`src/verilog/asp_pkg.sv`:
```
// Constants and types shared by the serial port of the converter.
// Assumes one 200 MHz clock domain and synchronous active-high reset.
`default_nettype none

package asp_pkg;

    // =====================================================================
    // Frame layout
    localparam int unsigned FRAME_BITS   = 19;      // Status flag plus result bits
    localparam int unsigned RESULT_BITS  = 18;      // Result word under the flag
    localparam int unsigned ADDR_BITS    = 5;       // Channel selection bits on the input line
    localparam int unsigned CNT_W        = 5;
    localparam logic [4:0]  LAST_EDGE    = 5'h13;   // Nineteenth edge of the frame
    localparam logic [4:0]  CHAN_RESET   = 5'h00;   // Channel after reset

    // =====================================================================
    // Timing
    localparam int unsigned SCK_DIV      = 8;       // Serial clock from conversion clock
    localparam int unsigned CLK_NS       = 5;       // Period of the system clock
    localparam int unsigned CONV_NS      = 2000;    // Conversion time, plain default
    localparam int unsigned CONV_CYCLES  = (CONV_NS + CLK_NS - 1) / CLK_NS;
    localparam int unsigned CCLK_DIV     = 4;       // System clocks per conversion clock tick

    // =====================================================================
    // Port states, one-hot
    typedef enum logic [3:0] {
        ST_CONVERT = 4'h1,
        ST_SLEEP   = 4'h2,
        ST_OUTPUT  = 4'h4,
        ST_RESERVE = 4'h8
    } asp_state_t;

endpackage : asp_pkg

`default_nettype wire

```
`src/verilog/asp_edge_if.sv`:
```
// Edge events of the conditioned pins, passed from front end to controller.
// Assumes both ends run on the same clock.
`default_nettype none

interface asp_edge_if;
    logic csLow;        // Chip select asserted, synchronised
    logic csFall;       // One-cycle pulse on assertion
    logic csRise;       // One-cycle pulse on release
    logic sckLevel;     // Synchronised serial clock pin level
    logic sckRise;      // One-cycle pulse, rising serial clock
    logic sckFall;      // One-cycle pulse, falling serial clock
    logic sdiBit;       // Synchronised data input

    modport front (output csLow, csFall, csRise, sckLevel, sckRise, sckFall, sdiBit);
    modport ctrl  (input  csLow, csFall, csRise, sckLevel, sckRise, sckFall, sdiBit);
endinterface : asp_edge_if

`default_nettype wire

```
`src/verilog/asp_pin_sync.sv`:
```
// Synchronises chip select, serial clock and data input pins.
// Assumes pins are asynchronous to clock; produces edge pulses.
`default_nettype none

module asp_pin_sync (
    input  wire logic  clock,
    input  wire logic  rst,
    input  wire logic  csPin_n,
    input  wire logic  sckPin,
    input  wire logic  sdiPin,
    asp_edge_if.front  edges
);
    // =====================================================================
    // Two-stage synchronisers
    logic [2:0] stage1;
    logic [2:0] stage2;
    logic [2:0] prev;
    logic [2:0] next_stage1;
    logic [2:0] next_stage2;
    logic [2:0] next_prev;

    // Only the second stage and prev feed anything downstream
    always_comb begin
        next_stage1 = {sdiPin, sckPin, ~csPin_n};
        next_stage2 = stage1;
        next_prev   = stage2;
    end

    // Reset to idle: chip select released, clock high (pull-up)
    always_ff @(posedge clock) begin
        if (rst) begin
            stage1 <= 3'h2;
            stage2 <= 3'h2;
            prev   <= 3'h2;
        end else begin
            stage1 <= next_stage1;
            stage2 <= next_stage2;
            prev   <= next_prev;
        end
    end

    // Edge pulses from synchronised levels
    assign edges.csLow    = stage2[0];
    assign edges.csFall   = stage2[0] & ~prev[0];
    assign edges.csRise   = ~stage2[0] & prev[0];
    assign edges.sckLevel = stage2[1];
    assign edges.sckRise  = stage2[1] & ~prev[1];
    assign edges.sckFall  = ~stage2[1] & prev[1];
    assign edges.sdiBit   = stage2[2];

endmodule : asp_pin_sync

`default_nettype wire

```
`src/verilog/asp_serial_port.sv`:
```
// Serial port of a multi-channel converter: status, result readout, channel input.
// Assumes a conversion engine that supplies a result word; conversion end is timed internally over CONV_LEN cycles.
`default_nettype none

module asp_serial_port #(
    parameter int unsigned CONV_LEN = asp_pkg::CONV_CYCLES,
    parameter int unsigned ADDR_W   = asp_pkg::ADDR_BITS
) (
    input  wire logic                            clock,
    input  wire logic                            rst,
    input  wire logic                            csPin_n,
    input  wire logic                            sckIn,
    output logic                                 sckOut,
    output logic                                 sckOe_n,
    input  wire logic                            sdiPin,
    output logic                                 sdoOut,
    output logic                                 sdoOe_n,
    input  wire logic [asp_pkg::RESULT_BITS-1:0] resultIn,
    output logic [ADDR_W-1:0]                    channel,
    output logic                                 convBusy
);
    // =====================================================================
    // Pin conditioning
    asp_edge_if edges ();

    asp_pin_sync u_sync (
        .clock   (clock),
        .rst     (rst),
        .csPin_n (csPin_n),
        .sckPin  (sckIn),
        .sdiPin  (sdiPin),
        .edges   (edges)
    );

    // Serial clock as seen by the state logic: own generated edges, or pin edges in external mode
    logic intRise;
    logic intFall;
    logic anyRise;
    logic anyFall;

    // =====================================================================
    // Conversion clock divider and conversion timer
    logic [$clog2(asp_pkg::CCLK_DIV)-1:0] cclkCnt;
    logic [$clog2(asp_pkg::CCLK_DIV)-1:0] next_cclkCnt;
    logic                                 cclkTick;
    logic [$clog2(CONV_LEN+1)-1:0]        convCnt;
    logic [$clog2(CONV_LEN+1)-1:0]        next_convCnt;
    logic                                 convDone;

    // =====================================================================
    // Port state
    asp_pkg::asp_state_t             state;
    asp_pkg::asp_state_t             next_state;
    logic                            extMode;
    logic                            next_extMode;
    logic                            captured;
    logic                            next_captured;
    logic [asp_pkg::FRAME_BITS-1:0]  shiftOut;
    logic [asp_pkg::FRAME_BITS-1:0]  next_shiftOut;
    logic [ADDR_W-1:0]               shiftIn;
    logic [ADDR_W-1:0]               next_shiftIn;
    logic [ADDR_W-1:0]               next_channel;
    logic [asp_pkg::CNT_W-1:0]       riseCnt;
    logic [asp_pkg::CNT_W-1:0]       next_riseCnt;
    logic [asp_pkg::CNT_W-1:0]       fallCnt;
    logic [asp_pkg::CNT_W-1:0]       next_fallCnt;
    logic [2:0]                      sckDiv;
    logic [2:0]                      next_sckDiv;
    logic                            next_sckOut;
    logic                            next_sckOe_n;
    logic                            next_sdoOut;
    logic                            next_sdoOe_n;
    logic                            next_convBusy;
    logic                            startConv;

    // Conversion clock tick feeds the serial clock divider; the timer counts system clocks
    always_comb begin
        cclkTick     = (cclkCnt == '0);
        next_cclkCnt = cclkTick ? $bits(cclkCnt)'(asp_pkg::CCLK_DIV - 1) : cclkCnt - 1'b1;
    end

    always_ff @(posedge clock) begin
        if (rst) begin
            cclkCnt <= '0;
        end else begin
            cclkCnt <= next_cclkCnt;
        end
    end

    // Timer runs only while converting; reloaded on every start
    always_comb begin
        convDone     = (state == asp_pkg::ST_CONVERT) && (convCnt == '0);
        next_convCnt = convCnt;
        if (startConv) begin
            next_convCnt = $bits(convCnt)'(CONV_LEN);
        end else if (state == asp_pkg::ST_CONVERT && convCnt != '0) begin
            next_convCnt = convCnt - 1'b1;
        end
    end

    always_ff @(posedge clock) begin
        if (rst) begin
            convCnt <= $bits(convCnt)'(CONV_LEN);
        end else begin
            convCnt <= next_convCnt;
        end
    end

    // =====================================================================
    // Serial clock edges from the active source
    // Internal clock toggles every four conversion ticks: period of eight ticks
    always_comb begin
        intRise = 1'b0;
        intFall = 1'b0;
        if (!extMode && state == asp_pkg::ST_OUTPUT && cclkTick && sckDiv == 3'h3) begin
            intRise = ~sckOut && (fallCnt != asp_pkg::LAST_EDGE);
            intFall = sckOut;
        end
        anyRise = extMode ? edges.sckRise : intRise;
        anyFall = extMode ? edges.sckFall : intFall;
    end

    // =====================================================================
    // Main sequencer
    always_comb begin
        next_state    = state;
        next_extMode  = extMode;
        next_captured = captured;
        next_shiftOut = shiftOut;
        next_shiftIn  = shiftIn;
        next_channel  = channel;
        next_riseCnt  = riseCnt;
        next_fallCnt  = fallCnt;
        next_sckDiv   = sckDiv;
        next_sckOut   = sckOut;
        next_sckOe_n  = sckOe_n;
        next_sdoOut   = sdoOut;
        startConv     = 1'b0;

        // Source chosen on each chip-select fall: low clock pin means external
        if (edges.csFall) begin
            next_extMode = ~edges.sckLevel;
        end

        case (state)
            asp_pkg::ST_CONVERT: begin
                next_sdoOut = 1'b1;                                         // Flag high while busy
                if (convDone) begin
                    // Result frozen in the shift register, flag bit low
                    next_shiftOut = {1'b0, resultIn};
                    next_sdoOut   = 1'b0;
                    next_state    = asp_pkg::ST_SLEEP;                      // Always sleeps first, even while selected
                end
            end
            asp_pkg::ST_SLEEP: begin
                next_sdoOut  = 1'b0;                                        // Low before capture starts
                next_riseCnt = '0;                                          // Fresh counters each frame
                next_fallCnt = '0;
                next_sckDiv  = '0;
                next_captured = 1'b0;
                if (!extMode && edges.csLow) begin
                    next_state = asp_pkg::ST_OUTPUT;                        // Internal clock starts at once
                end else if (extMode && edges.csLow && edges.sckRise) begin
                    // First rising edge wakes the port and captures bit one
                    next_state   = asp_pkg::ST_OUTPUT;
                    next_riseCnt = 5'h01;
                    next_shiftIn = {shiftIn[ADDR_W-2:0], edges.sdiBit};
                end
            end
            asp_pkg::ST_OUTPUT: begin
                if (!extMode && cclkTick) begin
                    next_sckDiv = (sckDiv == 3'h3) ? 3'h0 : sckDiv + 3'h1;
                end
                if (intRise) begin
                    next_sckOut = 1'b1;
                end else if (intFall) begin
                    next_sckOut = 1'b0;
                end
                // Capture on rising edges only, input counted once per edge
                if (anyRise && riseCnt < asp_pkg::LAST_EDGE) begin
                    next_riseCnt = riseCnt + 5'h01;
                    if (riseCnt < 5'(ADDR_W)) begin
                        next_shiftIn = {shiftIn[ADDR_W-2:0], edges.sdiBit};
                    end
                    if (riseCnt == 5'(ADDR_W - 1)) begin
                        next_captured = 1'b1;                               // Last address bit in
                    end
                end
                // Shift on falling edges; flag is the first bit already on the line
                if (anyFall && fallCnt < asp_pkg::LAST_EDGE) begin
                    next_fallCnt  = fallCnt + 5'h01;
                    next_shiftOut = {shiftOut[asp_pkg::FRAME_BITS-2:0], 1'b0};
                    next_sdoOut   = shiftOut[asp_pkg::FRAME_BITS-2];
                    if (fallCnt == asp_pkg::LAST_EDGE - 5'h01) begin
                        // Nineteenth fall: new conversion, flag high
                        next_sdoOut = 1'b1;
                        next_sckOut = 1'b1;
                        startConv   = 1'b1;
                        next_state  = asp_pkg::ST_CONVERT;
                    end
                end
                // Deselect mid-transfer aborts; counts past the frame are ignored
                if (edges.csRise) begin
                    startConv   = 1'b1;
                    next_state  = asp_pkg::ST_CONVERT;
                    next_sdoOut = 1'b1;
                    next_sckOut = 1'b1;
                end
            end
            default: begin
                next_state = asp_pkg::ST_CONVERT;
                startConv  = 1'b1;
            end
        endcase

        // Channel only takes a fully received address
        if (startConv && (next_captured || captured)) begin
            next_channel = next_shiftIn;
        end
        if (startConv) begin
            next_captured = 1'b0;
        end

        // Clock pin driven only in internal mode while outputting
        next_sckOe_n = ~(!next_extMode && edges.csLow && next_state == asp_pkg::ST_OUTPUT);
        if (!next_extMode && edges.csLow && next_state == asp_pkg::ST_SLEEP) begin
            next_sckOut = 1'b0;                                             // Pulled low during status test
        end
    end

    // Output enable follows chip select alone
    always_comb begin
        next_sdoOe_n  = ~edges.csLow;
        next_convBusy = (next_state == asp_pkg::ST_CONVERT);
    end

    // Registers; reset starts a conversion, internal source as after power-up
    always_ff @(posedge clock) begin
        if (rst) begin
            state    <= asp_pkg::ST_CONVERT;
            extMode  <= 1'b0;
            captured <= 1'b0;
            shiftOut <= '0;
            shiftIn  <= '0;
            channel  <= asp_pkg::CHAN_RESET[ADDR_W-1:0];
            riseCnt  <= '0;
            fallCnt  <= '0;
            sckDiv   <= '0;
            sckOut   <= 1'b1;
            sckOe_n  <= 1'b1;
            sdoOut   <= 1'b1;
            sdoOe_n  <= 1'b1;
            convBusy <= 1'b1;
        end else begin
            state    <= next_state;
            extMode  <= next_extMode;
            captured <= next_captured;
            shiftOut <= next_shiftOut;
            shiftIn  <= next_shiftIn;
            channel  <= next_channel;
            riseCnt  <= next_riseCnt;
            fallCnt  <= next_fallCnt;
            sckDiv   <= next_sckDiv;
            sckOut   <= next_sckOut;
            sckOe_n  <= next_sckOe_n;
            sdoOut   <= next_sdoOut;
            sdoOe_n  <= next_sdoOe_n;
            convBusy <= next_convBusy;
        end
    end

    // Power-up strap: the first state after reset is a conversion, whose start
    // re-reads the source on the next chip-select fall; no pin is sampled in reset.

endmodule : asp_serial_port

`default_nettype wire
```
`config.mk`:
```
export PLATFORM = sky130hd
export DESIGN_NAME = asp_serial_port
export DESIGN_NICKNAME = d
export VERILOG_FILES = /design/src/verilog/asp_pkg.sv /design/src/verilog/asp_edge_if.sv /design/src/verilog/asp_pin_sync.sv /design/src/verilog/asp_serial_port.sv
export SDC_FILE = /design/constraint.sdc
export NUM_CORES = 1
export LEC_CHECK = 0
export ABC_AREA = 1
export ABC_CLOCK_PERIOD_IN_PS = 2800
export BUFFER_PORTS_ARGS = -buffer_cell sky130_fd_sc_hd__buf_4
export CAP_MARGIN = 20
export CORE_UTILIZATION = 50
export CTS_CLUSTER_SIZE = 30
export DETAILED_ROUTE_END_ITERATION = 16
export PLACE_DENSITY = 0.69
export SKIP_CTS_REPAIR_TIMING = 1
export SLEW_MARGIN = 10
export SYNTH_ARGS = -nofsm -noshare
export SYNTH_HDL_FRONTEND = slang
export SYNTH_SLANG_ARGS = --single-unit
```
`constraint.sdc`:
```
create_clock -name clock -period 2.8 [get_ports clock]
set_input_delay 0.56 -clock clock [delete_from_list [all_inputs] [get_ports clock]]
set_output_delay 0.56 -clock clock [all_outputs]
set_load 0.01 [all_outputs]
```
Word-level counts from Yosys, hierarchy flattened
Index checks and enable logic that the tools add are counted.

storage, ports and cells
  flip-flop bits (word level) = 71
  output and inout port bits = 10
  word-level logic and storage cells = 135

cells by class
  add/subtract/negate cells = 5
  order comparisons = 3
  equality and inequality tests = 15
  muxes and demuxes = 49
  bitwise operators = 11
  reduce and logical (&&, ||, !) cells = 33

operators by type and width
  operator                                                                  count
  18-bit 2-to-1 mux                                                         2
  18-bit case mux with 2 select lines                                       1
  5-bit 2-to-1 mux                                                          6
  5-bit case mux with 2 select lines                                        3
  4-bit 2-to-1 mux                                                          6
  1-bit 2-to-1 mux                                                          23
  1-bit logical AND                                                         16
  4-bit case mux with 3 select lines                                        1
  5-bit by 1-bit adder with 5-bit output (second input constant)            2
  5-bit < comparator (second input constant)                                2
  9-bit logical NOT                                                         1
  9-bit nonzero test                                                        1
  9-bit by 1-bit subtractor with 9-bit output (second input constant)       1
  4-bit by 1-bit equality test with 1-bit output (second input constant)    2
  4-bit by 2-bit equality test with 1-bit output (second input constant)    2
  4-bit by 3-bit equality test with 1-bit output (second input constant)    2
  2-bit AND reduction                                                       4
  1-bit NOT                                                                 7
  3-bit 2-to-1 mux                                                          2
  2-bit by 1-bit inequality test with 1-bit output (second input constant)  3
  3-bit case mux with 2 select lines                                        1
  2-bit nonzero test                                                        3
  5-bit by 3-bit equality test with 1-bit output (second input constant)    1
  5-bit equality test (second input constant)                               1
  17 further kinds                                                          23

Depth between registers and ports, before layout
  depth in word-level cells = 13
  depth in mapped cells = 14
  mapped depth without buffers = 14

Cells and area by module
From an unflattened synthesis, not the netlist that was laid out.

second synthesis, totals
  cell total of the unflattened synthesis = 479
  area total of the unflattened synthesis = 3377.0 sq um

by module, submodules not included
  module           times used  cells each  area each (sq um)  seq. area each (sq um)
  asp_serial_port  1           449         3134.3             1261.2
  asp_pin_sync     1           30          242.7              160.2

Worst setup path before layout
Ideal clock, no wire load.

  path type = register -> register
  start point = reg cclkCnt[0] in the netlist's numbering
  end point = reg channel[0]
  setup time = 113 ps
  arrival time = 1437 ps
  required time = 2687 ps
  path slack = 1251 ps
  stages on the path, launching flop included = 14
  buffers on the path = 0
  period minus slack after synthesis = 1549 ps
  path through = dfxtp_1 -> inv_1 -> ha_1 -> inv_1 -> nor2_1 -> nand2_4 -> nor2_4 -> nand2_2 -> nand2_4 -> nand2_4 -> o21ai_4 -> nand2_4 -> nor2_1 -> nor2_1

on the way
  cells in the longest elaborated chain, start to end = 10
  elaborated cells on any way between the ends = 18
  those cells by class = mux (11); reduce/logical (7)

ends and longest elaborated chain
  what                                                                           RTL line                                        source
  start, declared                                                                asp_serial_port.sv:43                           logic [$clog2(asp_pkg::CCLK_DIV)-1:0] cclkCnt;
  start signal, assigned                                                         asp_serial_port.sv:86                           cclkCnt <= next_cclkCnt;
  2-bit logical NOT (*)                                                          asp_serial_port.sv:78                           cclkTick = (cclkCnt == '0);
  1-bit logical AND (*) (2 in a row)                                             asp_serial_port.sv:115                          if (!extMode && state == asp_pkg::ST_OUTPUT && cclkTick && sckDiv == 3'h3) begin
  1-bit 2-to-1 mux                                                               asp_serial_port.sv:115
  1-bit 2-to-1 mux, on equally long branches                                     asp_serial_port.sv:120, asp_serial_port.sv:119
  1-bit logical AND, on equally long branches                                    asp_serial_port.sv:190, asp_serial_port.sv:180
  1-bit 2-to-1 mux, on equally long branches                                     asp_serial_port.sv:190, asp_serial_port.sv:180
  1-bit 2-to-1 mux / 1-bit case mux with 2 select lines (equally long branches)  asp_serial_port.sv:203, asp_serial_port.sv:145
  1-bit case mux with 2 select lines / 1-bit logical OR (equally long branches)  asp_serial_port.sv:145, asp_serial_port.sv:217
  1-bit logical AND                                                              asp_serial_port.sv:217                          if (startConv && (next_captured || captured)) begin
  end signal, assigned                                                           asp_serial_port.sv:245                          channel <= asp_pkg::CHAN_RESET[ADDR_W-1:0];
  end signal, assigned                                                           asp_serial_port.sv:260                          channel <= next_channel;
  end, declared                                                                  asp_serial_port.sv:19                           output logic [ADDR_W-1:0] channel,

Mark *: on every way between the ends. The rest lies on a longest branch, timed or not.
A chain may end at the register's enable or synchronous reset.

Worst setup path after layout
  start point = reg state[2]
  end point = reg shiftOut[4] in the netlist's numbering

on the way
  cells in the longest elaborated chain, start to end = 9
  elaborated cells on any way between the ends = 14
  those cells by class = eq/ne (4); mux (3); reduce/logical (7)

ends and longest elaborated chain
  what                                                               RTL line                                        source
  start, declared                                                    asp_serial_port.sv:52                           asp_pkg::asp_state_t state;
  start signal, assigned                                             asp_serial_port.sv:240                          state <= asp_pkg::ST_CONVERT;
  start signal, assigned                                             asp_serial_port.sv:255                          state <= next_state;
  4-bit by 3-bit equality test with 1-bit output                     asp_serial_port.sv:115, asp_serial_port.sv:145
  1-bit logical AND (3 in a row)                                     asp_serial_port.sv:115
  1-bit 2-to-1 mux                                                   asp_serial_port.sv:115
  1-bit 2-to-1 mux                                                   asp_serial_port.sv:120                          anyFall = extMode ? edges.sckFall : intFall;
  1-bit logical AND                                                  asp_serial_port.sv:190                          if (anyFall && fallCnt < asp_pkg::LAST_EDGE) begin
  2-bit by 1-bit inequality test with 1-bit output (no source line)  -
  3-bit AND reduction (no source line)                               -
  end signal, assigned                                               asp_serial_port.sv:258                          shiftOut <= next_shiftOut;
  end, declared                                                      asp_serial_port.sv:58                           logic [asp_pkg::FRAME_BITS-1:0] shiftOut;

Several ways; a longest one is shown, not always the timed one.

==> flow_metrics.env <==
export IMPL_status="finished clean"
export IMPL_critPathLaunch="state[2]"
export IMPL_route_antenna_remaining_nets=0
export IMPL_achievable_frequency_mhz=491.6
export IMPL_global_placement_routability_congestion=0.7611
export IMPL_syn_mean_instance_area_um2=7.261
export IMPL_crit_end_category="flip-flop"
export IMPL_clk_insertion_delay_late_ns=0.34
export IMPL_clk_transition_reported_paths_ns=0.07
export IMPL_worst_hold_path_type="in2reg"
export IMPL_num_nets_final=515
export IMPL_netlist_area_um2=3289
export IMPL_max_slew_margin_rel=0.5667
export IMPL_clk_root_buffer_cell="sky130_fd_sc_hd__clkbuf_8"
export IMPL_worstHoldStart="csPin_n"
export IMPL_grt_start_max_net_pins=37
export IMPL_sum_of_negative_setup_slack_ns=0
export IMPL_most_common_layout_cells="sky130_fd_sc_hd__nand2_1 (104), sky130_fd_sc_hd__dfxtp_1 (71), sky130_fd_sc_hd__inv_1 (52), sky130_fd_sc_hd__nor2_1 (52), sky130_fd_sc_hd__buf_4 (34)"
export IMPL_path_class="reg2reg"
export IMPL_ctsHtreeMaxLevel=3
export IMPL_post_route_drc_count=0
export IMPL_synthesized_netlist_net_count=483
export IMPL_worstReg2RegStart="state[2]"
export IMPL_hold_violations=0
export IMPL_routed_via_count=2867
export IMPL_critical_path_peak_fanout=36
export IMPL_rows=29
export IMPL_yosys_register_bits=71
export IMPL_worst_path_most_repeated_cell="sky130_fd_sc_hd__nand2_4"
export IMPL_timing_critical_path_slowest_cell_delay_ns=0.39
export IMPL_synth_ff_type="sky130_fd_sc_hd__dfxtp_1"
export IMPL_number_of_enable_type_register_cells_in_the_synthesized_netlist=0
export IMPL_layout_commonest_cell="sky130_fd_sc_hd__nand2_1"
export IMPL_max_clock_path_buffers=2
export IMPL_floorplan_die_area_um2=6907
export IMPL_portion_of_the_post_synthesis_area_used_by_sequential_elements=0.4321
export IMPL_worst_endpoint_arrival_ns=2.30
export IMPL_critical_path_startpoint_type="flip-flop"
export IMPL_min_delay_path_depth=2
export IMPL_boundaryPins=33
export IMPL_setup_reg_to_reg_worst_slack_ns=0.77
export IMPL_timing_final_max_slew_violations=0
export IMPL_r2r_worst_path_cells=9
export IMPL_critical_path_slowest_cell="sky130_fd_sc_hd__dfxtp_1"
export IMPL_fillers=606
export IMPL_rsz_0062_raised_after_global_routing="no"
export IMPL_cts_sink_count=71
export IMPL_post_route_cells_drive_above_1_share=0.1531
export IMPL_final_min_clock_period_ns=2.034
export IMPL_antenna_diode_count=0
export IMPL_cap_violations=0
export IMPL_floorplan_die_width_um=83.11
export IMPL_firstDrtPassIters=4
export IMPL_dpl_instance_area_um2=3572
export IMPL_route_detailed_wl_per_inst_um=11.54
export IMPL_leakagePower_nw=1.778
export IMPL_timing_critical_path_required_ns=3.07
export IMPL_synthArstFlopShare=0
export IMPL_grt_ovfl_total=0
export IMPL_totalWireLength_um=6546
export IMPL_global_route_usage_total=0.2037
export IMPL_timing_hold_worst_endpoint="u_sync.next_stage2[0]"
export IMPL_fin_worst_skew_ns=0.005426
export IMPL_critical_path_cell_chain="nand2_4, nor2_8, buf_4, nand4_1, nand2_1, nand3_2, nand2_4, o21ai_0, a31oi_1"
export IMPL_synth_distinct_cells=34
export IMPL_worstReg2RegEnd="shiftOut[4]"
export IMPL_start_util=0.5180
export IMPL_ir_worst_vdd_v=0.0003691
export IMPL_coreArea_um2=6350
export IMPL_yosysWarningCount=0
export IMPL_area_overhead_vs_synth_pct=14.38
export IMPL_post_synth_inst_count=453
export IMPL_die_height_um=83.11
export IMPL_vias_in_the_first_global_route=2545
export IMPL_portBuffers=32
export IMPL_place_detailed_hpwl_um=4588
export IMPL_final_period_utilization=0.7264
export IMPL_worstMarginPinSlew_ns=0.6449
export IMPL_final_setup_viol_count=0
export IMPL_cts_tree="built"
export IMPL_drtIter0Drc=70
export IMPL_average_vias_per_placed_instance=5.056
export IMPL_p_per_area_nw_per_um2=524.2
export IMPL_antenna_found_initial=0
export IMPL_tritoncts_num_buffers=9
export IMPL_grt_pass1_wl_um=11360
export IMPL_final_cell_area_um2=3762
==> sequential cells by signal, summed over array words and instances, names as in the netlist, 2 cells and up <==
name,count
cclkCnt,2
channel,5
convCnt,9
fallCnt,5
riseCnt,5
sckDiv,3
shiftIn,5
shiftOut,18
state,4
u_sync.next_prev,3
u_sync.next_stage2,3
u_sync.prev,2
==> cell families (layout without fill, tap and decap cells) <==
group           count (synthesis)  count (layout)  share of synthesized area
other cells                     1               1                   0.001140
buf+inv                        69             106                    0.08482
compound gates                 84              84                     0.1419
simple gates                  216             216                     0.3001
fa+ha+maj                       7               7                    0.02662
flops                          71              71                     0.4321
xor+xnor                        5               5                    0.01331
==> how the worst max path moves through the flow <==
stage	slack, ns	cells past startpoint	end
after floorplan	1.25	13	channel[0]
after global placement	0.81	10	convCnt[8]
after detailed placement	0.77	10	convCnt[8]
after CTS	0.76	10	shiftOut[16]
after global routing	0.53	10	shiftOut[4]
final	0.77	9	shiftOut[4]
==> synth_stat cells, types with 3 or more instances <==
| cell type | count | share of area |
|---|---|---|
| sky130_fd_sc_hd__nand2_1 | 104 | 0.12 |
| sky130_fd_sc_hd__dfxtp_1 | 71 | 0.43 |
| sky130_fd_sc_hd__inv_1 | 52 | 0.059 |
| sky130_fd_sc_hd__nor2_1 | 52 | 0.059 |
| sky130_fd_sc_hd__a21oi_1 | 28 | 0.043 |
| sky130_fd_sc_hd__o21ai_0 | 24 | 0.037 |
| sky130_fd_sc_hd__nand3_1 | 23 | 0.035 |
| sky130_fd_sc_hd__a31oi_1 | 18 | 0.034 |
| sky130_fd_sc_hd__o21ai_1 | 8 | 0.012 |
| sky130_fd_sc_hd__ha_1 | 7 | 0.027 |
| sky130_fd_sc_hd__clkbuf_1 | 6 | 0.0068 |
| sky130_fd_sc_hd__nand2_2 | 6 | 0.011 |
| sky130_fd_sc_hd__nand2_4 | 6 | 0.021 |
| sky130_fd_sc_hd__or2_2 | 6 | 0.011 |
| sky130_fd_sc_hd__nand4_1 | 5 | 0.0095 |
| sky130_fd_sc_hd__nor3_1 | 5 | 0.0076 |
| sky130_fd_sc_hd__buf_2 | 4 | 0.0061 |
| sky130_fd_sc_hd__xor2_1 | 4 | 0.011 |
| sky130_fd_sc_hd__inv_2 | 3 | 0.0034 |
| sky130_fd_sc_hd__nand3_2 | 3 | 0.0091 |
| sky130_fd_sc_hd__nor4_1 | 3 | 0.0057 |
==> power breakdown <==
part | switching, mW | internal (mW) | total (mW)
Sequential | 0.0104 | 1.03 | 1.04
Clock | 0.368 | 0.432 | 0.800
Combinational | 0.0780 | 0.0560 | 0.134
==> critical path, delay by kind of cell (launching register included) <==
| family | cells | cell delay (ns) |
|---|---|---|
| AOI/OAI and AO/OA | 2 | 0.28 |
| buffers and inverters | 1 | 0.25 |
| DFF | 1 | 0.39 |
| and+or+nand+nor | 6 | 1.03 |
==> stage by stage <==
| step | util | hold slack, ns | worst slack (ns) | total power, mW | cells |
|---|---|---|---|---|---|
| 2_1_floorplan | - | 0.3883 | 1.251 | 1.146 | 453 |
| 3_3_place_gp | 0.5626 | 0.3941 | 0.8131 | 1.193 | 551 |
| 3_5_place_dp | 0.5626 | 0.3974 | 0.7740 | 1.197 | 551 |
| 4_1_cts | 0.5925 | 0.3430 | 0.7571 | 2.001 | 567 |
| 5_1_grt | 0.5925 | 0.3513 | 0.5295 | 2.069 | 567 |
| 6_report | 0.5925 | 0.3641 | 0.7660 | 1.972 | 567 |
==> cell type report <==
cell class	instances	area (um2)	share of cell area
Timing Repair Buffer	34	255.2	0.06784
Sequential cell	71	1421	0.3778
Clock inverter	4	45.04	0.01197
Tap cell	77	96.34	0.02561
Multi-Input combinational cell	313	1589	0.4223
Inverter	56	210.2	0.05587
Clock buffer	12	145.1	0.03858
==> routing by layer <==
layer | vias up | track usage | routed length [um]
met2 | 49 | 0.3182 | 2954
met1 | 1277 | 0.2684 | 3220
met3 | 12 | 0.04274 | 256
met5 | - | 0 | 0
met4 | 0 | 0.09718 | 114
li1 | 1529 | - | -
Note: power is estimated with default switching activity, not from simulation.
